**config.mk**
```make
export PLATFORM = sky130hd
export DESIGN_NAME = user_io_ports
export DESIGN_NICKNAME = d
export VERILOG_FILES = /design/src/rtl/user_io_pkg.sv /design/src/rtl/io_port.sv /design/src/rtl/user_io_ports.sv
export SDC_FILE = /design/constraint.sdc
export NUM_CORES = 1
export LEC_CHECK = 0
export ABC_AREA = 0
export BUFFER_PORTS_ARGS = -buffer_cell sky130_fd_sc_hd__buf_2
export CAP_MARGIN = 40
export CORE_UTILIZATION = 30
export CTS_BUF_LIST = sky130_fd_sc_hd__clkbuf_16
export CTS_CLUSTER_DIAMETER = 80
export DETAILED_ROUTE_END_ITERATION = 6
export PLACE_DENSITY = 0.61
export SLEW_MARGIN = 20
export SYNTH_ARGS = -nofsm -noshare
export SYNTH_HDL_FRONTEND = slang
export SYNTH_SLANG_ARGS = --single-unit
```
**constraint.sdc**
```tcl
create_clock -name CLK -period 1.6 [get_ports CLK]
set_input_delay 0 -clock CLK [delete_from_list [all_inputs] [get_ports CLK]]
set_output_delay 0 -clock CLK [all_outputs]
set_load 0.02 [all_outputs]
```
**src/rtl/user_io_pkg.sv**
```systemverilog
// Package with register map, reset values and carrier types for the user I/O ports.
package user_io_pkg;

    localparam int           PORT_W          = 8;
    localparam logic [7:0]   SFR_PORT_A_DATA = 8'h90;
    localparam logic [7:0]   SFR_PORT_A_DIR  = 8'h91;
    localparam logic [7:0]   SFR_PORT_B_DATA = 8'hd8;
    localparam logic [7:0]   SFR_PORT_B_DIR  = 8'hd9;
    localparam logic [15:0]  XD_PORT_C_DATA  = 16'h0000;
    localparam logic [15:0]  XD_PORT_C_DIR   = 16'h0001;
    localparam logic [15:0]  XD_BANK_SEL     = 16'h0002;
    localparam logic [7:0]   DATA_RESET      = 8'h00;
    localparam logic [7:0]   DIR_RESET       = 8'hff;
    localparam logic [7:0]   BANK_RESET      = 8'h00;
    localparam logic [7:0]   ISOLATED_INPUT  = 8'hff;
    localparam int           BANK_EN_BIT     = 2;
    localparam int           BANK_HI_BIT     = 1;
    localparam int           BANK_LO_BIT     = 0;
    localparam int           BANK_A16_PIN    = 7;
    localparam int           TMR0_PIN        = 0;
    localparam int           TMR1_PIN        = 1;
    localparam int           TMR2_TRIG_PIN   = 2;
    localparam int           TMR2_PIN        = 3;

    // Special-function register access from the core.
    typedef struct packed {
        logic       wr;
        logic       rd;
        logic       rmw;
        logic [7:0] addr;
        logic [7:0] wdata;
    } sfr_req_t;

    // External data access from the external move instruction.
    typedef struct packed {
        logic        wr;
        logic        rd;
        logic [15:0] addr;
        logic [7:0]  wdata;
    } xdata_req_t;

    // Per-port pin group: output value and output enable.
    typedef struct packed {
        logic [7:0] out;
        logic [7:0] oe;
    } pin_drive_t;

endpackage

```
**src/rtl/io_port.sv**
```systemverilog
// One eight-bit port: data and direction storage, isolation after reset and the input level seen by the core.
`timescale 1ns/1ps
module io_port #(
    parameter int W = 8
) (
    // Clock and reset
    input  wire logic         clk,
    input  wire logic         rst_n,
    // Register writes
    input  wire logic         data_we,
    input  wire logic         dir_we,
    input  wire logic [W-1:0] wdata,
    // Pin side
    input  wire logic [W-1:0] pin_in,
    output logic      [W-1:0] data_q,
    output logic      [W-1:0] dir_q,
    output logic              live_q,
    output logic      [W-1:0] pin_level
);
    import user_io_pkg::*;

    always_ff @(posedge clk or negedge rst_n) begin
        if (!rst_n) begin
            data_q <= W'(DATA_RESET);
        end else if (data_we) begin
            data_q <= wdata;
        end
    end

    always_ff @(posedge clk or negedge rst_n) begin
        if (!rst_n) begin
            dir_q <= W'(DIR_RESET);
        end else if (dir_we) begin
            dir_q <= wdata;
        end
    end

    // The first direction write releases the port from isolation; it never re-arms.
    always_ff @(posedge clk or negedge rst_n) begin
        if (!rst_n) begin
            live_q <= 1'b0;
        end else if (dir_we) begin
            live_q <= 1'b1;
        end
    end

    // Isolated ports see ones so floating pads cannot leak into the core.
    assign pin_level = live_q ? pin_in : W'(ISOLATED_INPUT);

endmodule

```
**src/rtl/user_io_ports.sv**
```systemverilog
// Top of the three user I/O ports and the program bank select logic.
`timescale 1ns/1ps
// Overview of operation
// - Direction one means input, zero drives data.
// - Ports A,B on SPECIAL_FUNCTION_REGISTER bus; C external.
// - SPECIAL_FUNCTION_REGISTER data read: pins, latch for RMW.
// - External data read always returns pins.
// - Port A data 90h, direction 91h.
// - Port B data D8h, direction D9h.
// - Port C data 0000h, direction 0001h.
// - Reset: data 00h, direction FFh.
// - After reset pins float, inputs read one.
// - Isolation ends at first direction write.
// - Port A bits feed timer inputs.
// - Bank enable: C pin 7 is A16 on fetch.
// - Bank enable forces C pin 7 output.
// - Bank disabled: A15 passes, pin ordinary.
// - Bank field remaps A15 and A16.
// - Bank register at 0002h, reset 00h.
// - Bank bits 7:3 are spare storage.
module user_io_ports #(
    parameter int W = 8
) (
    // Clock and reset
    input  wire logic                    CLK,
    input  wire logic                    RST_N,
    // Special-function register bus
    input  wire user_io_pkg::sfr_req_t   SFR_REQ,
    output logic [7:0]                   SFR_RDATA,
    output logic                         SFR_HIT,
    // External data bus
    input  wire user_io_pkg::xdata_req_t XD_REQ,
    output logic [7:0]                   XD_RDATA,
    output logic                         XD_HIT,
    // Program address banking
    input  wire logic                    FETCH,
    input  wire logic                    CORE_ADDRESS_MSB,
    output logic                         A15_OUT,
    // Port pins
    input  wire logic [W-1:0]            PORT_A_IN,
    output user_io_pkg::pin_drive_t      PORT_A_PIN,
    input  wire logic [W-1:0]            PORT_B_IN,
    output user_io_pkg::pin_drive_t      PORT_B_PIN,
    input  wire logic [W-1:0]            PORT_C_IN,
    output user_io_pkg::pin_drive_t      PORT_C_PIN,
    // Timer inputs
    output logic                         TIMER0_COUNT_INPUT,
    output logic                         TIMER1_COUNT_INPUT,
    output logic                         TIMER2_TRIGGER_INPUT,
    output logic                         TIMER2_COUNT_INPUT
);
    import user_io_pkg::*;

    logic [W-1:0] a_data, a_dir, a_lvl;
    logic [W-1:0] b_data, b_dir, b_lvl;
    logic [W-1:0] c_data, c_dir, c_lvl;
    logic         a_live, b_live, c_live;
    logic [7:0]   bank_ff;
    logic         a_dat_we, a_dir_we, b_dat_we, b_dir_we;
    logic         c_dat_we, c_dir_we, bank_we;
    logic         nxt_a15, nxt_a16, bank_on;
    logic [7:0]   nxt_sfr_rdata, nxt_xd_rdata;
    logic         nxt_sfr_hit, nxt_xd_hit;
    logic [W-1:0] nxt_a_oe, nxt_b_oe, nxt_c_oe, nxt_c_out;

    // Write strobe for one internal-bus register.
    function automatic logic sfr_write_to(input sfr_req_t req, input logic [7:0] addr);
        sfr_write_to = req.wr && (req.addr == addr);
    endfunction

    // Write strobe for one external data register.
    function automatic logic xd_write_to(input xdata_req_t req, input logic [15:0] addr);
        xd_write_to = req.wr && (req.addr == addr);
    endfunction

    // Internal-bus address that names one of the four port registers.
    function automatic logic sfr_mapped(input logic [7:0] addr);
        sfr_mapped = (addr == SFR_PORT_A_DATA) || (addr == SFR_PORT_A_DIR)
                     || (addr == SFR_PORT_B_DATA) || (addr == SFR_PORT_B_DIR);
    endfunction

    // External address that names a register of this block.
    function automatic logic xd_mapped(input logic [15:0] addr);
        xd_mapped = (addr == XD_PORT_C_DATA) || (addr == XD_PORT_C_DIR)
                    || (addr == XD_BANK_SEL);
    endfunction

    // Data register read on the internal bus: the latch for modify reads, else the pins.
    function automatic logic [7:0] port_read(input logic rmw, input logic [W-1:0] latch,
                                             input logic [W-1:0] pins);
        port_read = 8'(rmw ? latch : pins);
    endfunction

    // Pin enables: a port still isolated after reset drives nothing.
    function automatic logic [W-1:0] pin_enable(input logic live, input logic [W-1:0] dir);
        pin_enable = live ? ~dir : '0;
    endfunction

    // Remapped A15; only enabled fetches from the upper half are moved.
    function automatic logic bank_a15(input logic [7:0] sel, input logic fetch,
                                      input logic msb);
        bank_a15 = msb;
        if (sel[BANK_EN_BIT] && fetch && msb) begin
            bank_a15 = ~sel[BANK_LO_BIT];
        end
    endfunction

    // A16 for the pin; zero for data cycles and for the lower half.
    function automatic logic bank_a16(input logic [7:0] sel, input logic fetch,
                                      input logic msb);
        bank_a16 = 1'b0;
        if (sel[BANK_EN_BIT] && fetch && msb) begin
            bank_a16 = sel[BANK_HI_BIT] | sel[BANK_LO_BIT];
        end
    endfunction

    // Register write decode on both buses.
    assign a_dat_we = sfr_write_to(SFR_REQ, SFR_PORT_A_DATA);
    assign a_dir_we = sfr_write_to(SFR_REQ, SFR_PORT_A_DIR);
    assign b_dat_we = sfr_write_to(SFR_REQ, SFR_PORT_B_DATA);
    assign b_dir_we = sfr_write_to(SFR_REQ, SFR_PORT_B_DIR);
    assign c_dat_we = xd_write_to(XD_REQ, XD_PORT_C_DATA);
    assign c_dir_we = xd_write_to(XD_REQ, XD_PORT_C_DIR);
    assign bank_we  = xd_write_to(XD_REQ, XD_BANK_SEL);

    io_port #(.W(W)) u_port_a (
        .clk       (CLK),
        .rst_n     (RST_N),
        .data_we   (a_dat_we),
        .dir_we    (a_dir_we),
        .wdata     (SFR_REQ.wdata[W-1:0]),
        .pin_in    (PORT_A_IN),
        .data_q    (a_data),
        .dir_q     (a_dir),
        .live_q    (a_live),
        .pin_level (a_lvl)
    );

    io_port #(.W(W)) u_port_b (
        .clk       (CLK),
        .rst_n     (RST_N),
        .data_we   (b_dat_we),
        .dir_we    (b_dir_we),
        .wdata     (SFR_REQ.wdata[W-1:0]),
        .pin_in    (PORT_B_IN),
        .data_q    (b_data),
        .dir_q     (b_dir),
        .live_q    (b_live),
        .pin_level (b_lvl)
    );

    io_port #(.W(W)) u_port_c (
        .clk       (CLK),
        .rst_n     (RST_N),
        .data_we   (c_dat_we),
        .dir_we    (c_dir_we),
        .wdata     (XD_REQ.wdata[W-1:0]),
        .pin_in    (PORT_C_IN),
        .data_q    (c_data),
        .dir_q     (c_dir),
        .live_q    (c_live),
        .pin_level (c_lvl)
    );

    // Spare bits are plain storage, read back unchanged.
    always_ff @(posedge CLK or negedge RST_N) begin
        if (!RST_N) begin
            bank_ff <= BANK_RESET;
        end else if (bank_we) begin
            bank_ff <= XD_REQ.wdata;
        end
    end

    assign bank_on = bank_ff[BANK_EN_BIT];

    // Fetch remap: A15 stays low for the lower half; the bank field decides only for enabled upper-half fetches, other cycles pass A15.
    always_comb begin
        nxt_a15 = bank_a15(bank_ff, FETCH, CORE_ADDRESS_MSB);
        nxt_a16 = bank_a16(bank_ff, FETCH, CORE_ADDRESS_MSB);
    end

    // Bank outputs are registered, so the core presents the fetch qualifier
    // one cycle ahead of the external address phase.
    always_ff @(posedge CLK or negedge RST_N) begin
        if (!RST_N) begin
            A15_OUT <= 1'b0;
        end else begin
            A15_OUT <= nxt_a15;
        end
    end

    // Pin 7 of port C is claimed by banking even before the first direction write,
    // so the program memory sees A16 as soon as banking is switched on.
    always_comb begin
        nxt_a_oe  = pin_enable(a_live, a_dir);
        nxt_b_oe  = pin_enable(b_live, b_dir);
        nxt_c_oe  = pin_enable(c_live, c_dir);
        nxt_c_out = c_data;
        if (bank_on) begin
            nxt_c_out[BANK_A16_PIN] = nxt_a16;
            nxt_c_oe[BANK_A16_PIN]  = 1'b1;
        end
    end

    // Port A pins.
    always_ff @(posedge CLK or negedge RST_N) begin
        if (!RST_N) begin
            PORT_A_PIN <= '0;
        end else begin
            PORT_A_PIN.out <= a_data;
            PORT_A_PIN.oe  <= nxt_a_oe;
        end
    end

    // Port B pins.
    always_ff @(posedge CLK or negedge RST_N) begin
        if (!RST_N) begin
            PORT_B_PIN <= '0;
        end else begin
            PORT_B_PIN.out <= b_data;
            PORT_B_PIN.oe  <= nxt_b_oe;
        end
    end

    // Port C pins, with the bank override on pin 7.
    always_ff @(posedge CLK or negedge RST_N) begin
        if (!RST_N) begin
            PORT_C_PIN <= '0;
        end else begin
            PORT_C_PIN.out <= nxt_c_out;
            PORT_C_PIN.oe  <= nxt_c_oe;
        end
    end

    // Each timer input has its own register, so one can be retimed on its own.
    // Timer 0 count follows port A pin 0; an isolated port gives one.
    always_ff @(posedge CLK or negedge RST_N) begin
        if (!RST_N) begin
            TIMER0_COUNT_INPUT <= 1'b1;
        end else begin
            TIMER0_COUNT_INPUT <= a_lvl[TMR0_PIN];
        end
    end

    // Timer 1 count follows port A pin 1.
    always_ff @(posedge CLK or negedge RST_N) begin
        if (!RST_N) begin
            TIMER1_COUNT_INPUT <= 1'b1;
        end else begin
            TIMER1_COUNT_INPUT <= a_lvl[TMR1_PIN];
        end
    end

    // Timer 2 trigger follows port A pin 2.
    always_ff @(posedge CLK or negedge RST_N) begin
        if (!RST_N) begin
            TIMER2_TRIGGER_INPUT <= 1'b1;
        end else begin
            TIMER2_TRIGGER_INPUT <= a_lvl[TMR2_TRIG_PIN];
        end
    end

    // Timer 2 count follows port A pin 3.
    always_ff @(posedge CLK or negedge RST_N) begin
        if (!RST_N) begin
            TIMER2_COUNT_INPUT <= 1'b1;
        end else begin
            TIMER2_COUNT_INPUT <= a_lvl[TMR2_PIN];
        end
    end

    // Special-function read map; an unmapped address reads zero with no hit.
    always_comb begin
        nxt_sfr_rdata = 8'h00;
        nxt_sfr_hit   = SFR_REQ.rd && sfr_mapped(SFR_REQ.addr);
        if (SFR_REQ.rd) begin
            unique case (SFR_REQ.addr)
                SFR_PORT_A_DATA: nxt_sfr_rdata = port_read(SFR_REQ.rmw, a_data, a_lvl);
                SFR_PORT_A_DIR:  nxt_sfr_rdata = 8'(a_dir);
                SFR_PORT_B_DATA: nxt_sfr_rdata = port_read(SFR_REQ.rmw, b_data, b_lvl);
                SFR_PORT_B_DIR:  nxt_sfr_rdata = 8'(b_dir);
                default:         nxt_sfr_rdata = 8'h00;
            endcase
        end
    end

    // Special-function read data stands for one cycle after the request.
    always_ff @(posedge CLK or negedge RST_N) begin
        if (!RST_N) begin
            SFR_RDATA <= 8'h00;
        end else begin
            SFR_RDATA <= nxt_sfr_rdata;
        end
    end

    // The hit flag marks the cycle in which the read data stands.
    always_ff @(posedge CLK or negedge RST_N) begin
        if (!RST_N) begin
            SFR_HIT <= 1'b0;
        end else begin
            SFR_HIT <= nxt_sfr_hit;
        end
    end

    // External read map; the data register always shows the pins.
    always_comb begin
        nxt_xd_rdata = 8'h00;
        nxt_xd_hit   = XD_REQ.rd && xd_mapped(XD_REQ.addr);
        if (XD_REQ.rd) begin
            unique case (XD_REQ.addr)
                XD_PORT_C_DATA: nxt_xd_rdata = 8'(c_lvl);
                XD_PORT_C_DIR:  nxt_xd_rdata = 8'(c_dir);
                XD_BANK_SEL:    nxt_xd_rdata = bank_ff;
                default:        nxt_xd_rdata = 8'h00;
            endcase
        end
    end

    // External read data stands for one cycle after the request.
    always_ff @(posedge CLK or negedge RST_N) begin
        if (!RST_N) begin
            XD_RDATA <= 8'h00;
        end else begin
            XD_RDATA <= nxt_xd_rdata;
        end
    end

    // The external hit flag marks the cycle in which the read data stands.
    always_ff @(posedge CLK or negedge RST_N) begin
        if (!RST_N) begin
            XD_HIT <= 1'b0;
        end else begin
            XD_HIT <= nxt_xd_hit;
        end
    end

endmodule

```
== Word-level counts from Yosys, hierarchy flattened ==
Index checks and enable logic that the tools add are counted.

* Input port bits: 73
* Register bits: 130

* Equal/unequal tests: 6
* Bitwise gates (word level): 5
* Mux-type cells: 16
* Reductions and logical operators: 17

{| class="wikitable"
|+ Operators by type and width
! kind !! number
|-
| $mux 8 || 10
|-
| $eq 8x8->1 const B || 4
|-
| $pmux 8 s4 || 1
|-
| $not 8->8 || 3
|-
| $pmux 8 s3 || 1
|-
| $eq 16x1->1 const B || 1
|-
| $eq 16x2->1 const B || 1
|-
| $logic_not 16->1 || 1
|-
| $logic_and 1x1->1 || 11
|-
| $logic_or 1x1->1 || 5
|-
| $mux 1 || 4
|-
| $not 1->1 || 1
|-
| $or 1x1->1 || 1
|}

== Longest topological paths before layout ==
* Depth after elaboration: 5
* Mapped depth: 6
* Depth with buffers taken out: 4

== Modules after synthesis ==
A second synthesis with hierarchy kept.

* Cell total of the unflattened synthesis: 385
* Area total of the unflattened synthesis: 5321.4 um2

{| class="wikitable"
|+ By module, submodules not included
! module !! area each (um2) !! cells an instance !! times used
|-
| user_io_ports || 3054.2 || 253 || 1
|-
| io_port || 755.7 || 44 || 3
|}

== Worst setup path before layout ==
No wires, ideal clock.

* Kind: in2reg
* Start: input XD_REQ[21] in the netlist's numbering
* End: register u_port_c.data_q[0]
* Slack: 0.212 ns
* Path buffers: 2
* Setup time: 0.125 ns
* Data arrival time: 1.263 ns
* Stages: 6
* Cell sequence: nor4_1 and4_1 clkbuf_1 and4b_1 buf_4 mux2_2

* Cells in the longest elaborated chain, start to end: 2

{| class="wikitable"
|+ RTL lines
! item !! line !! source
|-
| start, declared || user_io_ports.sv:32 || <nowiki>input wire user_io_pkg::xdata_req_t XD_REQ,</nowiki>
|-
| $logic_not 16->1 || user_io_ports.sv:73 || <nowiki>xd_write_to = req.wr && (req.addr == addr);</nowiki>
|-
| $logic_and 1x1->1 || user_io_ports.sv:73 ||
|-
| end signal, assigned || io_port.sv:24 || <nowiki>data_q <= W'(DATA_RESET);</nowiki>
|-
| end signal, assigned || io_port.sv:26 || <nowiki>data_q <= wdata;</nowiki>
|-
| end, declared || io_port.sv:15 || <nowiki>output logic [W-1:0] data_q,</nowiki>
|}

No other way between the ends.
A chain may end at the register's enable or synchronous reset.

== Worst setup path after layout ==
* Start: input SFR_REQ[14] in the netlist's numbering
* End: register u_port_a.data_q[3]

* Cells in the longest elaborated chain, start to end: 2

{| class="wikitable"
|+ RTL lines
! item !! line !! source
|-
| start, declared || user_io_ports.sv:28 || <nowiki>input wire user_io_pkg::sfr_req_t SFR_REQ,</nowiki>
|-
| $eq 8x8->1 || user_io_ports.sv:68 || <nowiki>sfr_write_to = req.wr && (req.addr == addr);</nowiki>
|-
| $logic_and 1x1->1 || user_io_ports.sv:68 ||
|-
| end signal, assigned || io_port.sv:24 ||
|-
| end signal, assigned || io_port.sv:26 ||
|-
| end, declared || io_port.sv:15 ||
|}

No other way between the ends.

==> metrics <==
root buffer cell clkbuf_16; actual slew at the worst max-slew pin 0.637 ns; Ports 144; cell count after synthesis 370; Synth top area share 50.5%; clk sinks 130; clock power share 51.3%; Hold Path Stages 4; Vias 3634; H-tree depth 4; Hold Path Origin PORT_C_IN[1]; Max IR drop VDD 0.000644 V; DRT iter0 DRCs 185; Psw 1800 uW; total die area 17400 sq um; Total GRT Usage 15.6%; internal power 6610 uW; grt met1 use 19.3%; DRC 0; initial antenna violation count 0; Slew headroom 57.3%; Area growth, synth to finish 42.2%; total negative slack 0 ns; Ys Warns 0; Net Sw Frac 21.4%; Req. time, crit path 1.89 ns; post-synth net total 443; dpl ws 0.0841 ns; final worst path period need 1.48 ns; Overflow after GRT 0; maximum clock path buffer count 2; RR Startpoint u_port_a.live_q$_DFFE_PN0P_; combinational power share 7.5%; Synth async-reset ratio 100%; cell with the most instances after synthesis dfrtp_1; # diodes 0; Crit. End Element flop; non-filler cells in the finished layout 804; Hold WC Path Type primary input to flop; post-synthesis area per instance 13.7 sq um; final wirelength 12700 microns; number of gates resized after cts 0; Setup crit start kind primary input; Sequential Power Share 41.3%; Hold Vio Cnt, Final 0; CTS tree built; share of layout cells above drive strength 1 48.6%; Core Region 16500 sq um; Fmax 676 MHz; R2R depth 4; clock transition at the registers of the reported paths 0.05 ns; vias in the first global route 4023; IO Port Bufs 143; Syn Std Cell Area 5050 sq um; Commonest cells post-synth dfrtp_1, mux2_2, nor2b_1, dfstp_2, nor2_1; WP data arrival 1.76 ns; PwrDens 1170 nW/um^2; Max Slew Vio Count 0; placed cells 736; first-pass GRT wire length 21100 microns; WS Path Type primary input to flop; Die Wd 132 microns; Post-CTS Setup Bufs 0; met3 GRT Util 3.69%; largest net degree at the start of global routing 47; gp weighted congestion 0.832; Post-synth EDFFs 0; Post-DRT Antenna Nets 0; Setup Viol. Count Final 0; Area contributors post-synth dfrtp_1, dfstp_2, mux2_2; Die H 132 microns; Max-cap violations 0; reg2reg setup slack 0.17 ns; Synth Register Bits 130; wire per inst 15.8 microns; status completed; largest area contributor in the netlist dfrtp_1; TritonCTS Buffers 17; LEAKAGE 0.00364 uW; Seq/Total Area, Yosys 65.1%; post-DP HPWL 9230 microns; RSZ-0062 raised after global routing no; Initial Utilization 30.6%; Worst Path Max Fanout 8; hold worst-path end XD_RDATA[1]$_DFF_PN0_; Avg Vias per Cell 4.52; Pre-antenna DRT Iters 5; RR Endpoint SFR_RDATA[2]$_DFF_PN0_; Main synth FF type dfrtp_1; GR Util met2 26.1%; Synth cell types 40; period utilisation layout 92.4%; fill count 1485; Worst-Skew Late Latency 0.41 ns; clock skew 0.0166 ns; setup ws final 0.121 ns; nets 644; # rows 47; GR peak layer met2
==> routing by layer <==
metal	up-vias	wire length, microns	share of wire (%)
met5	-	0	0
met4	0	270	2.1
met3	16	528	4.2
met2	100	6340	50
met1	1812	5570	44
li1	1706	-	-
==> cells in the final DEF, fill, tap and decap left out, types with 3 or more instances in the layout <==
master,Yosys,layout
buf_2,2,142
dfrtp_1,102,102
mux2_2,58,58
dlygate4sd3_1,0,36
nor2b_1,33,33
dfstp_2,28,28
nor2_1,18,18
clkbuf_16,0,17
buf_4,1,16
nand2_1,15,15
inv_1,10,12
o21ai_0,10,10
nand2b_1,8,8
a21oi_1,8,8
o22ai_1,7,7
a2bb2oi_1,7,7
a221oi_1,6,6
bufinv_16,0,6
nor3b_1,5,5
o31ai_1,5,5
clkinv_4,0,5
nor3_1,4,4
a22oi_1,4,4
and2_1,4,4
buf_12,0,3
==> worst max-delay path: stages <==
cell and delay [ns]:
dlygate4sd3_1 0.54, buf_2 0.14, nor3_1 0.25, nor3b_4 0.30, nand2_2 0.21, mux2_2 0.33
==> layout make-up <==
class	count	area (sq um)	area share, %
sequential	130	3290	45.8
clock inverter	15	243	3.38
tap	220	275	3.83
multi-input combinational	214	1660	23.1
timing repair buffer	197	1250	17.4
clock buffer	17	425	5.92
inverter	11	41.3	0.575
==> repair_timing <==
item	4_1_cts	5_1_grt
hold buffers	36	0
endpoints found under the hold margin	178	0
setup endpoints to repair	0	0
==> power groups by stage <==
| stage | logic [uW] | registers, uW | clock network, uW |
|---|---|---|---|
| 4_1_cts | 633 | 3470 | 4400 |
| 6_report | 629 | 3470 | 4310 |
| 3_5_place_dp | 563 | 3530 | 0 |
| 5_1_grt | 684 | 3480 | 4560 |
| 3_3_place_gp | 554 | 3520 | 0 |
| 2_1_floorplan | 185 | 3580 | 0 |
==> flip-flops by register name (all words and copies together) (netlist names) <==
| register | cells |
|---|---|
| PORT_A_PIN | 16 |
| PORT_B_PIN | 16 |
| PORT_C_PIN | 16 |
| SFR_RDATA | 8 |
| XD_RDATA | 8 |
| bank_ff | 8 |
| u_port_a.data_q | 8 |
| u_port_a.dir_q | 8 |
| u_port_b.data_q | 8 |
| u_port_b.dir_q | 8 |
| u_port_c.data_q | 8 |
| u_port_c.dir_q | 8 |
| A15_OUT | 1 |
| SFR_HIT | 1 |
| TIMER0_COUNT_INPUT | 1 |
| TIMER1_COUNT_INPUT | 1 |
| TIMER2_COUNT_INPUT | 1 |
| TIMER2_TRIGGER_INPUT | 1 |
| XD_HIT | 1 |
| u_port_a.live_q | 1 |
| u_port_b.live_q | 1 |
| u_port_c.live_q | 1 |
==> worst max-delay path by stage <==
stage	end	depth (start not counted)	startpoint	slack (ns)
floorplan	u_port_c.data_q[0]$_DFFE_PN0P_	6	XD_REQ[21]	0.21
global placement	u_port_c.dir_q[0]$_DFFE_PN1P_	6	XD_REQ[21]	0.12
detailed placement	u_port_c.dir_q[2]$_DFFE_PN1P_	6	XD_REQ[21]	0.08
CTS	SFR_RDATA[2]$_DFF_PN0_	4	u_port_a.live_q$_DFFE_PN0P_	0.18
global route	SFR_RDATA[2]$_DFF_PN0_	4	u_port_a.live_q$_DFFE_PN0P_	0.05
finish	u_port_a.data_q[3]$_DFFE_PN0P_	6	SFR_REQ[14]	0.12
==> stage by stage <==
stage	hold slack, ns	power, uW	util, %	instance area (sq um)
final	0.0312	8410	43.5	7180
after detailed placement	-0.0318	4090	37.2	6150
after floorplan	-0.296	3770	-	5050
after CTS	0.00271	8510	43.5	7180
after global routing	0.0567	8730	43.5	7180
after global placement	-0.0433	4080	37.2	6150
==> kinds of logic after synthesis <==
group	share of synthesized area (%)
buffers and inverters	2.06
AOI/OAI and AO/OA	7.23
muxes	12.9
DFF	65.1
and+or+nand+nor	12.7
Power figures use the tool's default switching activity.
